$ cat src/design/clock_control_consts.vh
`ifndef CLOCK_CONTROL_CONSTS_VH
`define CLOCK_CONTROL_CONSTS_VH

// ---------------------------------------------------------------
// register byte offsets
// ---------------------------------------------------------------
`define OFS_VIDEO_SYNTH 12'h040
`define OFS_CORE_SYNTH 12'h044
`define OFS_BUS_SYNTH 12'h048
`define OFS_CLOCK_STATUS 12'h038

// ---------------------------------------------------------------
// field positions
// ---------------------------------------------------------------
`define POST_DIV_LSB 0
`define POST_DIV_MSB 1
`define IN_DIV_LSB 2
`define IN_DIV_MSB 7
`define FB_MUL_LSB 8
`define FB_MUL_MSB 15
`define TEST_BIT 16
`define MUX_LSB 0
`define MUX_MSB 1

// ---------------------------------------------------------------
// reset values and fixed values
// ---------------------------------------------------------------
`define SYNTH_RESET 17'h00000
`define MUX_RESET 2'h0
`define FORCED_IN_DIV 6'h18
`define STRAP_SETTLE 2'h2

// ---------------------------------------------------------------
// source select and divide codes (divide is log2 of ratio)
// ---------------------------------------------------------------
`define SRC_BUS_IN 1'b0
`define SRC_SYNTH 1'b1
`define DIV_BY_1 2'h0
`define DIV_BY_2 2'h1
`define DIV_BY_4 2'h2

`endif

$ cat src/design/pll_bus_clock_control.v
`timescale 1ns/1ps
`include "clock_control_consts.vh"

// Notes on behaviour
// - three 32-bit synth registers at 0x40, 0x44, 0x48: video, core, bus.
// - video/core fields: post-divider exponent 1:0, input divider 7:2, multiplier 15:8.
// - bit 16 of video/core: test, clock taken from oscillator; resets zero.
// - fout = ref * (mult + 2) / (indiv + 2) / 2^postdiv.
// - for one part identifier the core input divider is forced to 0x18.
// - bus synth register bits 1:0 hold the test mux state.
// - fast strap zero: both internal bus clocks are the incoming bus clock.
// - fast one, bypass zero, mux 00: quarter and half of synth output.
// - fast one, bypass zero, mux 1x: logic clock is bus clock; double rate from synth or bus.
// - fast one with bypass one or mux 01: quarter and half of incoming bus clock.
// - fast strap makes config status report 66 MHz capability.
// - logic clock runs bus logic; double-rate clock only launches outputs.
module pll_bus_clock_control #(
    parameter [7:0] PART_IDENTIFIER = 8'h00, // arbitrary value
    parameter [7:0] FORCED_DIV_PART = 8'h5A // arbitrary value
) (
    input wire pclk,
    input wire presetn,
    input wire psel,
    input wire penable,
    input wire pwrite,
    input wire [11:0] paddr,
    input wire [31:0] pwdata,
    output reg [31:0] prdata,
    output reg pready,
    output reg pslverr,
    input wire fast_bus_strap,
    input wire bypass_strap,
    output reg [1:0] video_post_div,
    output reg [5:0] video_in_div,
    output reg [7:0] video_fb_mul,
    output reg video_osc_test,
    output reg [1:0] core_post_div,
    output reg [5:0] core_in_div,
    output reg [7:0] core_fb_mul,
    output reg core_osc_test,
    output reg bus_logic_clock_src,
    output reg [1:0] bus_logic_clock_div,
    output reg double_rate_out_clock_src,
    output reg [1:0] double_rate_out_clock_div,
    output reg single_rate_only,
    output reg test_only_mode,
    output reg fast_bus_capable,
    output reg straps_valid
);

    // -----------------------------------------------------------
    // register storage
    // -----------------------------------------------------------
    reg [16:0] video_synth_r;
    reg [16:0] core_synth_r;
    reg [1:0] bus_mux_r;
    reg fast_meta_r;
    reg fast_sync_r;
    reg bypass_meta_r;
    reg bypass_sync_r;
    reg [1:0] settle_r;
    reg fast_held_r;
    reg bypass_held_r;
    reg held_r;

    wire setup_phase;
    wire wr_commit;
    wire [5:0] core_in_div_eff;
    reg [31:0] rd_nxt;
    reg rd_err_nxt;
    reg bl_src_nxt;
    reg [1:0] bl_div_nxt;
    reg dr_src_nxt;
    reg [1:0] dr_div_nxt;
    reg single_nxt;
    reg test_nxt;

    assign setup_phase = psel & ~penable;
    assign wr_commit = psel & penable & pready & pwrite & ~pslverr;

    // -----------------------------------------------------------
    // apb read decode, answered one cycle after setup
    // -----------------------------------------------------------
    always @* begin
        rd_nxt = 32'h00000000;
        rd_err_nxt = 1'b0;
        case (paddr)
            `OFS_VIDEO_SYNTH: rd_nxt = {15'h0000, video_synth_r};
            `OFS_CORE_SYNTH: rd_nxt = {15'h0000, core_synth_r};
            `OFS_BUS_SYNTH: rd_nxt = {30'h00000000, bus_mux_r};
            `OFS_CLOCK_STATUS: rd_nxt = {24'h000000, held_r, test_only_mode,
                single_rate_only, fast_bus_capable, bypass_held_r, fast_held_r,
                bus_mux_r};
            default: rd_err_nxt = 1'b1;
        endcase
    end

    // apb answer flops: pready rises in the access phase
    always @(posedge pclk or negedge presetn) begin
        if (!presetn) begin
            pready <= 1'b0;
            pslverr <= 1'b0;
            prdata <= 32'h00000000;
        end else begin
            pready <= setup_phase;
            pslverr <= setup_phase & (rd_err_nxt | (pwrite && paddr == `OFS_CLOCK_STATUS));
            if (setup_phase && !pwrite) begin
                prdata <= rd_nxt;
            end
        end
    end

    // -----------------------------------------------------------
    // register writes
    // -----------------------------------------------------------
    // synth registers, test bit resets to zero
    always @(posedge pclk or negedge presetn) begin
        if (!presetn) begin
            video_synth_r <= `SYNTH_RESET;
            core_synth_r <= `SYNTH_RESET;
            bus_mux_r <= `MUX_RESET;
        end else if (wr_commit) begin
            if (paddr == `OFS_VIDEO_SYNTH) begin
                video_synth_r <= pwdata[16:0];
            end
            if (paddr == `OFS_CORE_SYNTH) begin
                core_synth_r <= pwdata[16:0];
            end
            if (paddr == `OFS_BUS_SYNTH) begin
                bus_mux_r <= pwdata[`MUX_MSB:`MUX_LSB];
            end
        end
    end

    // -----------------------------------------------------------
    // strap synchronise and hold
    // -----------------------------------------------------------
    // two-flop synchronisers for the strap pins
    always @(posedge pclk or negedge presetn) begin
        if (!presetn) begin
            fast_meta_r <= 1'b0;
            fast_sync_r <= 1'b0;
            bypass_meta_r <= 1'b0;
            bypass_sync_r <= 1'b0;
        end else begin
            fast_meta_r <= fast_bus_strap;
            fast_sync_r <= fast_meta_r;
            bypass_meta_r <= bypass_strap;
            bypass_sync_r <= bypass_meta_r;
        end
    end

    // capture once after release, then freeze
    always @(posedge pclk or negedge presetn) begin
        if (!presetn) begin
            settle_r <= 2'h0;
            fast_held_r <= 1'b0;
            bypass_held_r <= 1'b0;
            held_r <= 1'b0;
        end else if (!held_r) begin
            if (settle_r == `STRAP_SETTLE) begin
                fast_held_r <= fast_sync_r;
                bypass_held_r <= bypass_sync_r;
                held_r <= 1'b1;
            end else begin
                settle_r <= settle_r + 2'h1;
            end
        end
    end

    // -----------------------------------------------------------
    // clock source selection
    // -----------------------------------------------------------
    // logic clock feeds bus logic, double-rate only output launch
    always @* begin
        bl_src_nxt = `SRC_BUS_IN;
        bl_div_nxt = `DIV_BY_1;
        dr_src_nxt = `SRC_BUS_IN;
        dr_div_nxt = `DIV_BY_1;
        single_nxt = 1'b0;
        test_nxt = 1'b0;
        if (!fast_held_r) begin
            bl_src_nxt = `SRC_BUS_IN;
        // bypass strap: test-only quarter and half
        end else if (bypass_held_r) begin
            bl_div_nxt = `DIV_BY_4;
            dr_div_nxt = `DIV_BY_2;
            test_nxt = 1'b1;
        end else begin
            case (bus_mux_r)
                2'h0: begin
                    bl_src_nxt = `SRC_SYNTH;
                    bl_div_nxt = `DIV_BY_4;
                    dr_src_nxt = `SRC_SYNTH;
                    dr_div_nxt = `DIV_BY_2;
                end
                2'h1: begin
                    bl_div_nxt = `DIV_BY_4;
                    dr_div_nxt = `DIV_BY_2;
                    test_nxt = 1'b1;
                end
                2'h2: begin
                    dr_src_nxt = `SRC_SYNTH;
                    dr_div_nxt = `DIV_BY_2;
                    single_nxt = 1'b1;
                end
                default: begin
                    dr_div_nxt = `DIV_BY_2;
                    single_nxt = 1'b1;
                end
            endcase
        end
    end

    // forced core input divider for the one part
    assign core_in_div_eff = (PART_IDENTIFIER == FORCED_DIV_PART) ? `FORCED_IN_DIV :
        core_synth_r[`IN_DIV_MSB:`IN_DIV_LSB];

    // -----------------------------------------------------------
    // registered outputs
    // -----------------------------------------------------------
    // field split, synthesizer uses n+2, m+2, 2^k
    always @(posedge pclk or negedge presetn) begin
        if (!presetn) begin
            video_post_div <= 2'h0;
            video_in_div <= 6'h00;
            video_fb_mul <= 8'h00;
            video_osc_test <= 1'b0;
            core_post_div <= 2'h0;
            core_in_div <= 6'h00;
            core_fb_mul <= 8'h00;
            core_osc_test <= 1'b0;
            bus_logic_clock_src <= `SRC_BUS_IN;
            bus_logic_clock_div <= `DIV_BY_1;
            double_rate_out_clock_src <= `SRC_BUS_IN;
            double_rate_out_clock_div <= `DIV_BY_1;
            single_rate_only <= 1'b0;
            test_only_mode <= 1'b0;
            fast_bus_capable <= 1'b0;
            straps_valid <= 1'b0;
        end else begin
            video_post_div <= video_synth_r[`POST_DIV_MSB:`POST_DIV_LSB];
            video_in_div <= video_synth_r[`IN_DIV_MSB:`IN_DIV_LSB];
            video_fb_mul <= video_synth_r[`FB_MUL_MSB:`FB_MUL_LSB];
            video_osc_test <= video_synth_r[`TEST_BIT];
            core_post_div <= core_synth_r[`POST_DIV_MSB:`POST_DIV_LSB];
            core_in_div <= core_in_div_eff;
            core_fb_mul <= core_synth_r[`FB_MUL_MSB:`FB_MUL_LSB];
            core_osc_test <= core_synth_r[`TEST_BIT];
            bus_logic_clock_src <= bl_src_nxt;
            bus_logic_clock_div <= bl_div_nxt;
            double_rate_out_clock_src <= dr_src_nxt;
            double_rate_out_clock_div <= dr_div_nxt;
            single_rate_only <= single_nxt;
            // flags a combination software should avoid
            test_only_mode <= test_nxt;
            // capability report follows the fast strap as held after reset release
            fast_bus_capable <= fast_held_r;
            straps_valid <= held_r;
        end
    end

endmodule // pll_bus_clock_control

$ cat config.mk
export PLATFORM = sky130hd
export DESIGN_NAME = pll_bus_clock_control
export DESIGN_NICKNAME = d
export VERILOG_FILES = /design/src/design/pll_bus_clock_control.v
export VERILOG_INCLUDE_DIRS = /design/src /design/src/design
export SDC_FILE = /design/constraint.sdc
export NUM_CORES = 1
export LEC_CHECK = 0
export BUFFER_PORTS_ARGS = -buffer_cell sky130_fd_sc_hd__buf_2
export CAP_MARGIN = 20
export CORE_ASPECT_RATIO = 0.6
export CORE_UTILIZATION = 47
export CTS_CLUSTER_SIZE = 8
export DETAILED_ROUTE_END_ITERATION = 10
export GPL_ROUTABILITY_DRIVEN = 1
export GPL_TIMING_DRIVEN = 0
export PLACE_DENSITY = 0.82
export SLEW_MARGIN = 10
export SYNTH_ARGS = -nofsm -noshare
export SYNTH_HDL_FRONTEND = slang
export SYNTH_SLANG_ARGS = --single-unit
$ cat constraint.sdc
create_clock -name pclk -period 2.1 [get_ports pclk]
set_input_delay 0.105 -clock pclk [delete_from_list [all_inputs] [get_ports pclk]]
set_output_delay 0.105 -clock pclk [all_outputs]
set_load 0.005 [all_outputs]
==> metrics.txt <==
syn_area_per_cell=14.8 um^2; Yosys top cell by area=dfrtp_1; # rows=25; Num CTS Buffers=9; first-pass GRT wire length=12.7 mm; most common cell in the netlist=dfrtp_1; CP required=2.32 ns; DR DRC count=0; sequential share of the synthesized area=0.654; crit-path max FO=10; clk_skew=0.00521 ns; post-synthesis cell area=4020 um^2; Avg Vias per Cell=4.84; clk slew on worst S/H paths=0.07 ns; root buffer cell=clkbuf_16; average wire per standard cell=15.7 um; endpoints failing hold=0; asr flop ratio synth=1.00; Max-Cap Viols=0; HP Class=input pin to flop; Slew Viols, Final=0; fin crit share=0.944; die span in x=121 um; predominant post-synthesis flop cell=dfrtp_1; Worst setup SP type=input pin; CTS tree=built; Area Overhead vs Synth=26.3%; Seq cells post-synth=105; layout cells sized above 1=0.457; leakage power total=0.00272 uW; f_max=504 MHz; vias in the first global route=2449; gr ovfl total=0; fin crit period=1.98 ns; area of the die=8930 um^2; Worst slew margin=0.260; detailed-placement wirelength estimate=5.81 mm; RSZ-0062 raised after global routing=no; Net count, final=454; CP Capture Type=flop; Finish-stage setup viols=0; Synth top cells by count=dfrtp_1 (105), mux2_2 (23), mux2_4 (20), nand2_1 (20), o21ai_0 (19); die span in y=73.6 um; initial core utilization=0.498; CTS Sinks=105; Worst Path Class, Setup=input pin to flop; Final ANT Viol Nets=0; H-tree lvl count=3; IO Pins=129; PwrDens=743 nW/um^2; worst skew pair latency=0.34 ns; Power, Total=3770 uW; worst hold margin=0.0118 ns; Clock Path Buffers=2; Ys Warns=0; Routed WL=8.06 mm; Filler cells=638; vias=2495; Arr. time, crit path=2.20 ns; core box area=8070 um^2; worst vdd ir=0.533 mV; Mapped Cells=271; antenna violations before repair=0; antenna cells=0; Slew @ Worst Pin=1.10 ns; GRT Overall Usage=0.196; Yosys top cell area share=0.654; initial drt markers=137; outcome=finished, final reports clean; Port Buf Inserts=96; gpl congestion=0.777; Synth area leaders=dfrtp_1 (65%), mux2_4 (7.5%), mux2_2 (6.4%); largest net degree at the start of global routing=55; EDFF count, synth=0; Synth cell types=38; TritonRoute pass-1 iters=4
## final timing paths
path                                                       to  cells after the start                     from  slack (ns)
worst max-delay path             core_synth_r[14]$_DFFE_PN0P_                      7                 paddr[9]        0.12
worst min-delay path            video_synth_r[13]$_DFFE_PN0P_                      2               pwdata[13]        0.01
worst max register to register  video_synth_r[15]$_DFFE_PN0P_                      6         pready$_DFF_PN0_        0.49
worst min register to register        bypass_sync_r$_DFF_PN0_                      0  bypass_meta_r$_DFF_PN0_        0.35
max in group asynchronous         video_post_div[0]$_DFF_PN0_                      3                  presetn        1.07
min in group asynchronous              prdata[14]$_DFFE_PN0P_                      2                  presetn        0.35
## layer usage
metal	vias to the layer above	part of all wire	GRT usage
met4	0	0.0055	0.0604
met1	1243	0.45	0.255
met5	-	0	0
met3	4	0.070	0.0668
li1	1164	-	-
met2	84	0.48	0.313
## where the power goes
group	switching, uW	internal [uW]	leakage, uW	total (uW)
clock network	728	813	0.000136	1540
registers	8.58	2030	0.00143	2040
logic	100	83.8	0.00115	184
## state kept, by name, summed over array words and instances, names as in the netlist, 2 cells and up
register / count
bus_mux_r: 2
core_fb_mul: 8
core_in_div: 6
core_post_div: 2
core_synth_r: 17
prdata: 17
settle_r: 2
video_fb_mul: 8
video_in_div: 6
video_post_div: 2
video_synth_r: 17
## layout by cell type, fill, tap and decap left out, types with 2 or more instances in the layout
| cell | count |
|---|---|
| nor3_1 | 2 |
| a21oi_1 | 2 |
| nand3_1 | 2 |
| clkbuf_1 | 5 |
| dlygate4sd3_1 | 7 |
| nor2b_1 | 2 |
| buf_12 | 2 |
| and3_1 | 2 |
| o211ai_1 | 2 |
| mux2i_1 | 11 |
| buf_2 | 95 |
| nand2_1 | 20 |
| mux2_2 | 23 |
| buf_4 | 19 |
| clkinv_4 | 4 |
| dfrtp_1 | 105 |
| mux2_4 | 20 |
| and3b_1 | 2 |
| conb_1 | 17 |
| o21ai_0 | 19 |
| inv_1 | 3 |
| a22oi_1 | 6 |
| buf_6 | 4 |
| clkbuf_16 | 9 |
| nor2_1 | 3 |
## critical path, cell delays in order
cell and delay (ns):
buf_2 0.10, or4_4 0.57, nor4_4 0.52, and3_1 0.26, buf_6 0.16, buf_12 0.17, mux2_4 0.31
## layout make-up
type / count / area (um^2) / area share
Tap cell: 108 / 135 / 0.0266
Inverter: 3 / 11.3 / 0.00222
Multi-Input combinational cell: 150 / 1200 / 0.236
Clock inverter: 7 / 56.3 / 0.0111
Sequential cell: 105 / 2630 / 0.518
Buffer: 29 / 239 / 0.0471
Timing Repair Buffer: 104 / 581 / 0.114
Clock buffer: 9 / 225 / 0.0444
## per-stage QoR
stage / TNS (ns) / cell area [um^2] / worst slack, ns / util / instances
final: 0 / 5070 / 0.117 / 0.629 / 515
after global routing: 0 / 5070 / 0.0184 / 0.629 / 515
after CTS: 0 / 5070 / 0.0669 / 0.629 / 515
after detailed placement: -8.74 / 4720 / -0.293 / 0.585 / 492
after floorplan: 0 / 4080 / 0.0919 / - / 287
after global placement: -15.81 / 4690 / -0.268 / 0.581 / 491
## cells by family after synthesis
logic type | after synthesis | share of synthesized area
flip-flops | 105 | 0.654
multiplexers | 54 | 0.167
AND/OR/NAND/NOR | 45 | 0.0639
AO/OA/AOI/OAI | 32 | 0.0467
buffers and inverters | 32 | 0.0623
adder cells (fa/ha/maj) | 1 | 0.00311
other | 1 | 0.000934
XOR/XNOR | 1 | 0.00218
## repair_timing
| action | 4_1_cts | 5_1_grt |
|---|---|---|
| hold endpoints to repair | 60 | 0 |
| setup buffers | 0 | 0 |
| hold buffers | 7 | 0 |
| gates resized for setup | 0 | 0 |
| endpoints found under the setup margin | 0 | 11 |
Note: power is estimated with default switching activity, not from simulation.
